[src/hw/pulse_width_timer_regs.svh]
// Register indices, bit positions and reset values of the pulse width timer
`ifndef PULSE_WIDTH_TIMER_REGS_SVH
`define PULSE_WIDTH_TIMER_REGS_SVH
`define IDX_CTRL_STATUS 14'h3030
`define IDX_CTRL_CONFIG 14'h3031
`define IDX_HIGH_WIDTH_UPPER 14'h3032
`define IDX_HIGH_WIDTH_LOWER 14'h3033
`define IDX_LOW_WIDTH_UPPER 14'h3034
`define IDX_LOW_WIDTH_LOWER 14'h3035
`define IDX_COUNT_UPPER 14'h3036
`define IDX_COUNT_LOWER 14'h3037
`define ADR_IDX_HI 15
`define ADR_IDX_LO 2
`define BYTE_W 8
`define REG_RESET 8'h00
`define BUS_ZERO 32'h0000_0000
`define CS_ENABLE 7
`define CS_IRQ_EN 6
`define CS_RDY_IE 5
`define CS_OV_IE 4
`define CS_SOFT_RST 3
`define CS_RDY 1
`define CS_OV 0
`define FLAG_RDY 1
`define FLAG_OV 0
`define EDGE_ALT_FALL 2'h0
`define EDGE_RISE_RISE 2'h1
`define EDGE_FALL_FALL 2'h2
`define EDGE_ALT_RISE 2'h3
`define DIV_ONE 8'h01
`endif

[src/hw/pulse_width_timer_pkg.sv]
// Types shared by the pulse width timer modules
package pulse_width_timer_pkg;
  typedef struct packed {
    logic [1:0] input_select;
    logic clock_source_select;
    logic [1:0] edge_mode;
    logic [2:0] prescale;
  } cfg_t;

  typedef struct packed {
    logic rise;
    logic fall;
    logic level;
  } edge_evt_t;

  typedef enum logic {ST_WAIT_TRIGGER, ST_MEASURE} meas_state_t;
endpackage

[src/hw/count_tick_gen.sv]
// Clock source selection, alternate clock synchroniser and prescaler
`timescale 1ns/10ps
`include "pulse_width_timer_regs.svh"
module count_tick_gen import pulse_width_timer_pkg::*; #(
  parameter int DIV_BITS = 7
) (
  input wire logic clk_i,
  input wire logic rst_i,
  input wire logic alternate_count_clock_i,
  input wire logic clock_source_select_i,
  input wire logic [2:0] prescale_i,
  input wire logic halt_i,
  input wire logic clear_i,
  output logic tick_o
);
  logic alt_meta_q, alt_sync_q, alt_prev_q;
  logic [DIV_BITS-1:0] div_q;
  logic [DIV_BITS-1:0] mask;
  logic src_evt;

  // Two-stage synchroniser; only the second stage feeds the edge detect
  always_ff @(posedge clk_i) begin
    if (rst_i) begin
      alt_meta_q <= 1'b0;
      alt_sync_q <= 1'b0;
      alt_prev_q <= 1'b0;
    end else begin
      alt_meta_q <= alternate_count_clock_i;
      alt_sync_q <= alt_meta_q;
      alt_prev_q <= alt_sync_q;
    end
  end

  assign src_evt = clock_source_select_i ? (alt_sync_q & ~alt_prev_q) : 1'b1;
  assign mask = DIV_BITS'((`DIV_ONE << prescale_i) - `DIV_ONE);
  assign tick_o = src_evt & ~halt_i & ((div_q & mask) == mask);

  always_ff @(posedge clk_i) begin
    if (rst_i || clear_i) begin
      div_q <= '0;
    end else if (src_evt && !halt_i) begin
      div_q <= div_q + 1'b1;
    end
  end
endmodule

[src/hw/pulse_input_filter.sv]
// Pulse input selection and one-tick glitch filter
`timescale 1ns/10ps
module pulse_input_filter import pulse_width_timer_pkg::*; (
  input wire logic clk_i,
  input wire logic rst_i,
  input wire logic [3:0] pulse_inputs_i,
  input wire logic [1:0] input_select_i,
  input wire logic tick_i,
  input wire logic clear_i,
  output edge_evt_t evt_o
);
  logic raw;
  logic cand_q;
  edge_evt_t evt_q;

  assign raw = pulse_inputs_i[input_select_i];
  assign evt_o = evt_q;

  // A level must be seen on two successive ticks before it counts
  always_ff @(posedge clk_i) begin
    if (rst_i) begin
      cand_q <= 1'b0;
      evt_q <= '0;
    end else if (clear_i) begin
      cand_q <= raw;
      evt_q <= '{rise: 1'b0, fall: 1'b0, level: raw};
    end else begin
      evt_q.rise <= 1'b0;
      evt_q.fall <= 1'b0;
      if (tick_i) begin
        cand_q <= raw;
        if (raw == cand_q && raw != evt_q.level) begin
          evt_q.level <= raw;
          evt_q.rise <= raw;
          evt_q.fall <= ~raw;
        end
      end
    end
  end
endmodule

[src/hw/pulse_width_timer.sv]
// Pulse width timer: Wishbone registers, measurement and capture logic
// How it works
// Counts prescaled ticks in a 16-bit counter to time pulses.
// High and low durations are kept in separate result registers.
// Software picks the edge polarity that starts a measurement.
// Spans are alternating edges, rising to rising, or falling to falling.
// A programmable prescaler divides the selected clock into counting ticks.
// Clock select bit picks the alternate clock, else the timer clock.
// Input select field routes one of four pulse inputs.
// Selecting the external input enables its pin automatically.
// Pulses shorter than one counting tick are ignored.
// Enabled interrupt on new result and on counter overflow.
// Measurement continues in run and wait modes; interrupt wakes.
// Stop halts everything and preserves state; resume afterwards.
// Debug freezes counting and edges; soft reset or disable restart.
// Alternate clock is synchronised to the bus clock before use.
// Alternate clock source stays at or below quarter bus rate.
// Eight byte registers, results and count read-only, reset to zero.
// Status bit 7 enables the module; config changes only while off. The config register here also accepts writes while on.
// Writing 1 to soft reset bit resets measurement; reads as 0.
// Ready flag set on update, cleared by read then write 0.
// Counter wrap past maximum sets overflow flag and interrupt.
`timescale 1ns/10ps
`include "pulse_width_timer_regs.svh"
module pulse_width_timer import pulse_width_timer_pkg::*; #(
  parameter int CNT_W = 16,
  parameter logic [3:0] EXT_PIN_MASK = 4'h2
) (
  input wire logic clk_i,
  input wire logic rst_i,
  input wire logic cyc_i,
  input wire logic stb_i,
  input wire logic we_i,
  input wire logic [15:0] adr_i,
  input wire logic [3:0] sel_i,
  input wire logic [31:0] dat_i,
  output logic [31:0] dat_o,
  output logic ack_o,
  input wire logic [3:0] pulse_inputs_i,
  input wire logic alternate_count_clock_i,
  input wire logic stop_i,
  input wire logic debug_i,
  output logic irq_o,
  output logic [3:0] pin_enable_o
);
  logic ack_q, irq_q;
  logic [31:0] dat_q;
  logic [3:0] pin_en_q;
  logic en_q, ie_q, rdyie_q, ovie_q;
  cfg_t cfg_q;
  logic [1:0] flag_q, armed_q, flag_set, flag_clr;
  logic [CNT_W-1:0] cnt_q, high_q, low_q;
  meas_state_t state_q;
  logic [13:0] idx;
  logic acc, wr_cs, wr_cr, rd_cs, srst_w, soft_clr, halt;
  logic tick, trig, span_edge, set_rdy, set_ov, measuring;
  edge_evt_t evt;
  logic [7:0] rd_byte;

  function automatic logic [7:0] byte_of(input logic [CNT_W-1:0] v, input logic upper);
    return upper ? v[`BYTE_W +: `BYTE_W] : v[0 +: `BYTE_W];
  endfunction

  // Bus decode; writes and read side effects land on the edge that ends ack
  assign idx = adr_i[`ADR_IDX_HI:`ADR_IDX_LO];
  assign acc = cyc_i & stb_i & ack_q;
  assign wr_cs = acc & we_i & sel_i[0] & (idx == `IDX_CTRL_STATUS);
  assign wr_cr = acc & we_i & sel_i[0] & (idx == `IDX_CTRL_CONFIG);
  assign rd_cs = acc & ~we_i & (idx == `IDX_CTRL_STATUS);
  assign srst_w = wr_cs & dat_i[`CS_SOFT_RST];
  assign soft_clr = srst_w | ~en_q;
  assign halt = stop_i | debug_i;

  count_tick_gen #(
    .DIV_BITS(7)
  ) u_tick (
    .clk_i(clk_i),
    .rst_i(rst_i),
    .alternate_count_clock_i(alternate_count_clock_i),
    .clock_source_select_i(cfg_q.clock_source_select),
    .prescale_i(cfg_q.prescale),
    .halt_i(halt),
    .clear_i(soft_clr),
    .tick_o(tick)
  );

  pulse_input_filter u_filter (
    .clk_i(clk_i),
    .rst_i(rst_i),
    .pulse_inputs_i(pulse_inputs_i),
    .input_select_i(cfg_q.input_select),
    .tick_i(tick),
    .clear_i(soft_clr),
    .evt_o(evt)
  );

  always_comb begin
    rd_byte = `REG_RESET;
    case (idx)
      `IDX_CTRL_STATUS: begin
        rd_byte[`CS_ENABLE] = en_q;
        rd_byte[`CS_IRQ_EN] = ie_q;
        rd_byte[`CS_RDY_IE] = rdyie_q;
        rd_byte[`CS_OV_IE] = ovie_q;
        rd_byte[`CS_RDY] = flag_q[`FLAG_RDY];
        rd_byte[`CS_OV] = flag_q[`FLAG_OV];
      end
      `IDX_CTRL_CONFIG: rd_byte = cfg_q;
      `IDX_HIGH_WIDTH_UPPER: rd_byte = byte_of(high_q, 1'b1);
      `IDX_HIGH_WIDTH_LOWER: rd_byte = byte_of(high_q, 1'b0);
      `IDX_LOW_WIDTH_UPPER: rd_byte = byte_of(low_q, 1'b1);
      `IDX_LOW_WIDTH_LOWER: rd_byte = byte_of(low_q, 1'b0);
      `IDX_COUNT_UPPER: rd_byte = byte_of(cnt_q, 1'b1);
      `IDX_COUNT_LOWER: rd_byte = byte_of(cnt_q, 1'b0);
      default: rd_byte = `REG_RESET;
    endcase
  end

  // One wait state, ack lasts a single cycle; unmapped reads return zero
  always_ff @(posedge clk_i) begin
    if (rst_i) begin
      ack_q <= 1'b0;
      dat_q <= `BUS_ZERO;
    end else begin
      ack_q <= cyc_i & stb_i & ~ack_q;
      dat_q <= (cyc_i && stb_i && !we_i && !ack_q) ? {24'h00_0000, rd_byte} : `BUS_ZERO;
    end
  end

  // Control bits; soft reset bit is a strobe and never stored
  always_ff @(posedge clk_i) begin
    if (rst_i) begin
      en_q <= 1'b0;
      ie_q <= 1'b0;
      rdyie_q <= 1'b0;
      ovie_q <= 1'b0;
      cfg_q <= cfg_t'(`REG_RESET);
    end else begin
      if (wr_cs) begin
        en_q <= dat_i[`CS_ENABLE];
        ie_q <= dat_i[`CS_IRQ_EN];
        rdyie_q <= dat_i[`CS_RDY_IE];
        ovie_q <= dat_i[`CS_OV_IE];
      end
      if (wr_cr) begin
        cfg_q <= cfg_t'(dat_i[`BYTE_W-1:0]);
      end
    end
  end

  // Measurement spans
  assign measuring = (state_q == ST_MEASURE) & ~soft_clr & ~halt;
  always_comb begin
    case (cfg_q.edge_mode)
      `EDGE_RISE_RISE: span_edge = evt.rise;
      `EDGE_FALL_FALL: span_edge = evt.fall;
      default: span_edge = evt.rise | evt.fall;
    endcase
  end
  assign trig = (cfg_q.edge_mode == `EDGE_ALT_RISE || cfg_q.edge_mode == `EDGE_RISE_RISE)
                ? evt.rise : evt.fall;
  assign set_rdy = measuring & span_edge;
  assign set_ov = measuring & ~span_edge & tick & (cnt_q == {CNT_W{1'b1}});

  always_ff @(posedge clk_i) begin
    if (rst_i || soft_clr) begin
      state_q <= ST_WAIT_TRIGGER;
    end else if (!halt) begin
      case (state_q)
        ST_WAIT_TRIGGER: if (trig) state_q <= ST_MEASURE;
        ST_MEASURE: state_q <= ST_MEASURE;
        default: state_q <= ST_WAIT_TRIGGER;
      endcase
    end
  end

  // Counter; frozen while halted so stop and debug resume where they left off
  always_ff @(posedge clk_i) begin
    if (rst_i || soft_clr) begin
      cnt_q <= '0;
    end else if (!halt) begin
      if (state_q == ST_WAIT_TRIGGER && !trig) begin
        cnt_q <= '0;
      end else if (state_q == ST_WAIT_TRIGGER || span_edge) begin
        // The tick of the edge cycle opens the new span, so none is lost
        cnt_q <= {{(CNT_W-1){1'b0}}, tick};
      end else if (tick) begin
        cnt_q <= cnt_q + 1'b1;
      end
    end
  end

  // Captures; period modes derive the missing phase by subtraction
  always_ff @(posedge clk_i) begin
    if (rst_i || srst_w) begin
      high_q <= '0;
      low_q <= '0;
    end else if (measuring) begin
      if (evt.fall) begin
        high_q <= (cfg_q.edge_mode == `EDGE_FALL_FALL) ? cnt_q - low_q : cnt_q;
      end
      if (evt.rise) begin
        low_q <= (cfg_q.edge_mode == `EDGE_RISE_RISE) ? cnt_q - high_q : cnt_q;
      end
    end
  end

  // Flags: a read while set arms the clear; a new event disarms and wins
  assign flag_set = {set_rdy, set_ov};
  assign flag_clr = {2{wr_cs}} & ~{dat_i[`CS_RDY], dat_i[`CS_OV]} & armed_q;
  always_ff @(posedge clk_i) begin
    if (rst_i || srst_w) begin
      flag_q <= 2'h0;
      armed_q <= 2'h0;
    end else begin
      flag_q <= (flag_q & ~flag_clr) | flag_set;
      armed_q <= ~flag_set & (rd_cs ? flag_q : (wr_cs ? 2'h0 : armed_q));
    end
  end

  // Interrupt and pin enable; wait mode needs nothing special to wake
  always_ff @(posedge clk_i) begin
    if (rst_i) begin
      irq_q <= 1'b0;
      pin_en_q <= 4'h0;
    end else begin
      irq_q <= en_q & ie_q & |(flag_q & {rdyie_q, ovie_q});
      pin_en_q <= en_q ? (EXT_PIN_MASK & (4'h1 << cfg_q.input_select)) : 4'h0;
    end
  end

  assign ack_o = ack_q;
  assign dat_o = dat_q;
  assign irq_o = irq_q;
  assign pin_enable_o = pin_en_q;
endmodule

[config.mk]
export PLATFORM = sky130hd
export DESIGN_NAME = pulse_width_timer
export DESIGN_NICKNAME = d
export VERILOG_FILES = /design/src/hw/pulse_width_timer_pkg.sv /design/src/hw/count_tick_gen.sv /design/src/hw/pulse_input_filter.sv /design/src/hw/pulse_width_timer.sv
export VERILOG_INCLUDE_DIRS = /design/src /design/src/hw
export SDC_FILE = /design/constraint.sdc
export NUM_CORES = 1
export LEC_CHECK = 0
export BUFFER_PORTS_ARGS = -buffer_cell sky130_fd_sc_hd__buf_4
export CORE_MARGIN = 2
export CORE_UTILIZATION = 50
export CTS_BUF_LIST = sky130_fd_sc_hd__clkbuf_2
export DETAILED_ROUTE_END_ITERATION = 12
export HOLD_SLACK_MARGIN = 0.05
export PLACE_DENSITY = 0.71
export SYNTH_ARGS = -nofsm -noshare
export SYNTH_HDL_FRONTEND = slang
export SYNTH_SLANG_ARGS = --single-unit
[constraint.sdc]
create_clock -name clk_i -period 3.55 [get_ports clk_i]
set_clock_uncertainty 0.2 [all_clocks]
set_input_delay 0.5325 -clock clk_i [delete_from_list [all_inputs] [get_ports clk_i]]
set_output_delay 0.5325 -clock clk_i [all_outputs]
set_load 0.03 [all_outputs]
# After elaboration in Yosys (flattened, before gate mapping)
# Index checks and enable logic that the tools add are counted.
[word_totals]
regBits = 117
latch_bits = 0
ram_bits = 0
mem_bits_ro = 0
elab_cells = 144
n_memories = 0
[classes]
add_sub_neg = 5
mul = 0
div = 0
order_cmp = 1
eq_ne = 15
shifts = 2
mux = 22
bitwise_logic = 46
n_reduce_logical = 25
[ops]
columns = ["cell", "n"]
rows = [
  ["== test 14 bit, second input constant", 8],
  ["2-to-1 mux 16 bit", 5],
  ["case mux 4 bit (8 select lines)", 1],
  ["subtractor 16 bit", 2],
  ["AND 1 bit", 21],
  ["adder 16 x 1 -> 16 bit, second input constant", 1],
  ["== test 16 bit, second input constant", 1],
  ["case mux 2 bit (8 select lines)", 1],
  ["case mux 2 bit (7 select lines)", 1],
  ["NOT 1 bit", 12],
  ["AND 2 bit", 5],
  ["2-to-1 mux 1 bit", 9],
  ["AND reduction 2 bit", 4],
  ["adder 7 x 1 -> 7 bit, second input constant", 1],
  ["AND 7 bit", 1],
  ["== test 7 bit", 1],
  ["<< shifter 1 x 3 -> 7 bit, first input constant", 1],
  ["subtractor 7 x 1 -> 7 bit, second input constant", 1],
  ["logical AND 1 bit", 6],
  ["NOT 2 bit", 3],
  ["OR reduction 2 bit", 3],
  ["== test 2 bit, second input constant", 2],
  ["zero test 1 bit", 4],
  ["logical OR 1 bit", 4],
  ["13 further kinds", 18],
]

# Depth between registers and ports, before layout
[logic_depth]
word_depth = 15
ltp_mapped = 12
depth_no_buf = 10

# Cells and area by module
# From an unflattened synthesis, not the netlist that was laid out.
[hier_totals]
hier_cells = 770
area_unflattened_um2 = 6362.4
[by_module_without_submodules]
columns = ["module", "instances", "cells_per_inst", "area_per_inst_um2", "seq_area_each_um2"]
rows = [
  ["pulse_width_timer", 1, 696, 5683.0, 1521.5],
  ["count_tick_gen", 1, 55, 493.0, 200.2],
  ["pulse_input_filter", 1, 19, 186.4, 80.1],
]

# Worst setup path after synthesis
# No wires, ideal clock.
[synth_path]
path_type = "reg2reg"
start = "register cfg_q[0] (netlist bit)"
end = "register armed_q[0]"
t_arrival_ns = 2.374
t_required_ns = 3.235
path_slack_ns = 0.861
stages_incl_launch_ff = 11
path_buffers = 1
path_cell_list = "dfxtp_1 -> clkbuf_1 -> or3_1 -> ha_1 -> xor2_1 -> o2bb2a_1 -> o2111ai_1 -> a31oi_4 -> nand2_2 -> or4_4 -> and2_1"
[synth_via]
elab_chain_cells = 9
[synth_lines]
columns = ["element", "line_no", "source"]
rows = [
  ["from (decl)", "pulse_width_timer.sv:50", "cfg_t cfg_q;"],
  ["from (signal assigned)", "pulse_width_timer.sv:137", "cfg_q <= cfg_t'(`REG_RESET);"],
  ["from (signal assigned)", "pulse_width_timer.sv:146", "cfg_q <= cfg_t'(dat_i[`BYTE_W-1:0]);"],
  ["<< shifter 1 x 3 -> 7 bit (no source line) (*)", "--", ""],
  ["subtractor 7 x 1 -> 7 bit (no source line) (*)", "--", ""],
  ["AND 7 bit", "count_tick_gen.sv:36", "assign tick_o = src_evt & ~halt_i & ((div_q & mask) == mask);"],
  ["== test 7 bit (*)", "count_tick_gen.sv:36", ""],
  ["AND 1 bit (*)", "count_tick_gen.sv:36", ""],
  ["AND 1 bit (*) (2 in series)", "pulse_width_timer.sv:163", "assign set_ov = measuring & ~span_edge & tick & (cnt_q == {CNT_W{1'b1}});"],
  ["NOT 2 bit (*)", "pulse_width_timer.sv:217", "armed_q <= ~flag_set & (rd_cs ? flag_q : (wr_cs ? 2'h0 : armed_q));"],
  ["AND 2 bit (*)", "pulse_width_timer.sv:217", ""],
  ["to (signal assigned)", "pulse_width_timer.sv:217", ""],
  ["to (decl)", "pulse_width_timer.sv:51", "logic [1:0] flag_q, armed_q, flag_set, flag_clr;"],
]
# Every way passes the cells marked *; elsewhere a longest branch is shown, timed or not.
# A chain may end at the register's enable or synchronous reset.

# Worst setup path in the final report
[layout_path]
start = "register cfg_q[1] (netlist bit)"
end = "register cnt_q[15]"
[layout_via]
elab_chain_cells = 7
[layout_lines]
columns = ["element", "line_no", "source"]
rows = [
  ["<< shifter 1 x 3 -> 7 bit (no source line) (*)", "--", ""],
  ["subtractor 7 x 1 -> 7 bit (no source line) (*)", "--", ""],
  ["AND 7 bit", "count_tick_gen.sv:36", ""],
  ["== test 7 bit (*)", "count_tick_gen.sv:36", ""],
  ["AND 1 bit (*)", "count_tick_gen.sv:36", ""],
  ["nonzero test 3 bit (no source line) (*)", "--", ""],
  ["AND reduction 2 bit (no source line) (*)", "--", ""],
  ["to (signal assigned)", "pulse_width_timer.sv:186", "cnt_q <= {{(CNT_W-1){1'b0}}, tick};"],
  ["to (signal assigned)", "pulse_width_timer.sv:188", "cnt_q <= cnt_q + 1'b1;"],
  ["to (decl)", "pulse_width_timer.sv:52", "logic [CNT_W-1:0] cnt_q, high_q, low_q;"],
]
# Marked as above.

==> impl_metrics.yaml <==
yosys:
  synth_ff_type: "dfxtp_1"
  avgSynthCellArea_um2: 8.16
  synth.distinct_cells: 75
  syn_area_mm2: 0.00632
  yosys.area.top_type_share_pct: 28.5
  ys_ff_latch: 90
  syn_inst: 775
  synth_edf_count: 0
  synth.largest_area_cell: "dfxtp_1"
  yosys_warnings: 0
  async_reset_ff_share_pct: 0
  ys_seq_area_share_pct: 28.5
  synth.area.top_cells: "dfxtp_1, mux2i_1, ha_1"
global_routing:
  grt_antenna_before_repair: 1
  grt_max_degree: 25
  grt_usage_pct: 26.5
  overflow: 0
  first_global_vias: 5546
  grt_pass1_wl_um: 27700
floorplan:
  fp.dieH_um: 116
  fp.dieW_um: 116
  ios: 102
  core_mm2: 0.0125
  rows: 41
  dieArea_mm2: 0.0136
  initial_core_util_pct: 50.7
cts:
  cts-resized-gates: 0
  cts_tree: "done"
  numCtsBuffers: 9
  clk_pin_slew_ns: 0.24
  cts_buffer_depth: 2
  cts.sinks: 90
  cts-root-buf: "clkbuf_2"
  h-tree-depth: 3
  clkLatencyLatePin_ns: 0.55
layout:
  fillCellCount: 1173
  most-common-layout-cells: "dfxtp_1, nor2_1, a21oi_1, nand2_1, buf_4"
  instances_no_fill: 990
  final_common_cell: "dfxtp_1"
  area_growth_pct: 9.68
  drive_gt1_share_pct: 11.1
  fin_nets: 917
timing:
  fmax_mhz: 324
  worst_pin_slew_ns: 1.20
  finalSetupViolCount: 0
  hold_viol: 0
  period_minus_slack_ns: 3.09
  worst_slack_ns: 0.463
  min_period_over_period_pct: 87.0
  rsz0062_at_grt: "no"
  relSlewSlack_pct: 20.0
  drv_slew: 0
  holdWs_ns: 0.0889
  tns_ns: 0
worst_setup_path:
  ff2ff_setup_slack_ns: 0.46
  timing.rr.end: "cnt_q[15]"
  crit_type: "reg -> reg"
  timing.rr.start: "cfg_q[1]"
  critical_path.max_fanout: 19
  end_kind: "register"
  arrival_ns: 3.38
  required_ns: 3.84
  cp-start-kind: "register"
  r2r_cells: 9
worst_hold_path:
  whs_endpoint: "state_q"
  min_from: "stop_i"
  worstHoldPathCells: 4
  hold_class: "in -> reg"
routing:
  drt_iter0_drc: 527
  num_vias: 5811
  drc_errors: 0
  vias_per_cell: 5.87
  wl_um: 17800
  firstDrtPassIters: 6
  post_drt_wl_per_cell_um: 18.0
  ant_nets: 0
power:
  p_leak_nw: 2.72
  power.total_w: 0.00173
  power_density_mw_per_mm2: 250
  vdd_ir_drop_max_uv: 114
place:
  place.gp.congestion: 0.942
  portBuffers: 45
  post-dp-hpwl_um: 13400
  dp.cells: 965
  place_ws_ns: 0.527
outcome:
  status: "complete, no violations"
run:
  drv_cap: 0
-- per-stage QoR --
step / utilization (%) / instance area (um2)
4_1_cts: 55.6 / 6930
5_1_grt: 55.6 / 6930
3_3_place_gp: 53.8 / 6700
6_report: 55.6 / 6930
3_5_place_dp: 53.8 / 6700
2_1_floorplan: - / 6420
-- critical path: stages (launching register included) --
cell,delay [ns]
dfxtp_1,0.47
or3_1,0.39
ha_1,0.27
xor2_1,0.14
o2bb2a_1,0.16
o2111ai_1,0.15
a31oi_4,0.53
nand2_1,0.20
or3_1,0.39
a21oi_1,0.15
-- synthesized netlist by cell type, types with 12 or more instances --
cell type and instances:
a211oi_1 22, a21oi_1 59, buf_4 32, clkbuf_1 26, dfxtp_1 90, ha_1 36
inv_1 40, mux2i_1 51, nand2_1 59, nand3_1 17, nor2_1 73, nor2b_1 13
nor3_1 14, o21ai_0 25, o21ai_1 16, xnor2_1 12, xor2_1 28
-- routing by layer --
| layer | GRT usage [%] | up-vias | routed length, um |
|---|---|---|---|
| met1 | 33.3 | 2726 | 7760 |
| met5 | 0 | - | 0 |
| met4 | 14.5 | 0 | 819 |
| met2 | 43.3 | 256 | 7960 |
| met3 | 4.62 | 50 | 1290 |
| li1 | - | 2779 | - |
-- sequential cells by signal, indices dropped and copies added (netlist names), 2 cells and up --
| register | cells |
|---|---|
| cnt_q | 16 |
| high_q | 16 |
| low_q | 16 |
| cfg_q | 8 |
| dat_o | 8 |
| u_tick.div_q | 7 |
| u_filter.evt_o | 3 |
| armed_q | 2 |
| flag_q | 2 |
-- cell type report --
| cell class | count | area, um2 | area share [%] |
|---|---|---|---|
| repair buffers | 70 | 566 | 8.16 |
| well taps | 172 | 215 | 3.10 |
| clock buffers | 10 | 50.0 | 0.722 |
| flip-flops and latches | 90 | 1800 | 26.0 |
| clock inverters | 3 | 67.6 | 0.975 |
| diodes | 1 | 2.50 | 0.0361 |
| multi-input cells | 604 | 4080 | 58.9 |
| inverters | 40 | 150 | 2.17 |
-- worst max path at each step --
stage                         from         end  slack, ns  cells past startpoint
after detailed placement  cfg_q[1]  armed_q[0]       0.53                      9
after floorplan           cfg_q[0]  armed_q[0]       0.86                     10
final                     cfg_q[1]   cnt_q[15]       0.46                      9
after global placement    cfg_q[1]  armed_q[0]       0.59                      9
after CTS                 cfg_q[2]  armed_q[0]       0.48                      9
after global routing      cfg_q[2]   cnt_q[15]       0.25                      9
-- repair_timing --
item,4_1_cts,5_1_grt
buffers inserted,0,0
endpoints found under the hold margin,14,0
hold buffers,11,0
-- report_power, final --
part / switching [W] / leakage, nW / internal, W
Sequential: 0.00000207 / 0.726 / 0.00102
Combinational: 0.0000891 / 1.92 / 0.0000516
Clock: 0.000349 / 0.0700 / 0.000224
-- cells by family after synthesis --
logic type      after synthesis  synth area share [%]
buf+inv                     107                  8.49
mux                          55                  9.38
simple gates                252                  20.4
fa+ha+maj                    38                  7.76
other cells                   1                0.0593
xor+xnor                     40                  5.54
flops                        90                  28.5
compound gates              192                  19.9
Note: power is estimated with default switching activity, not from simulation.
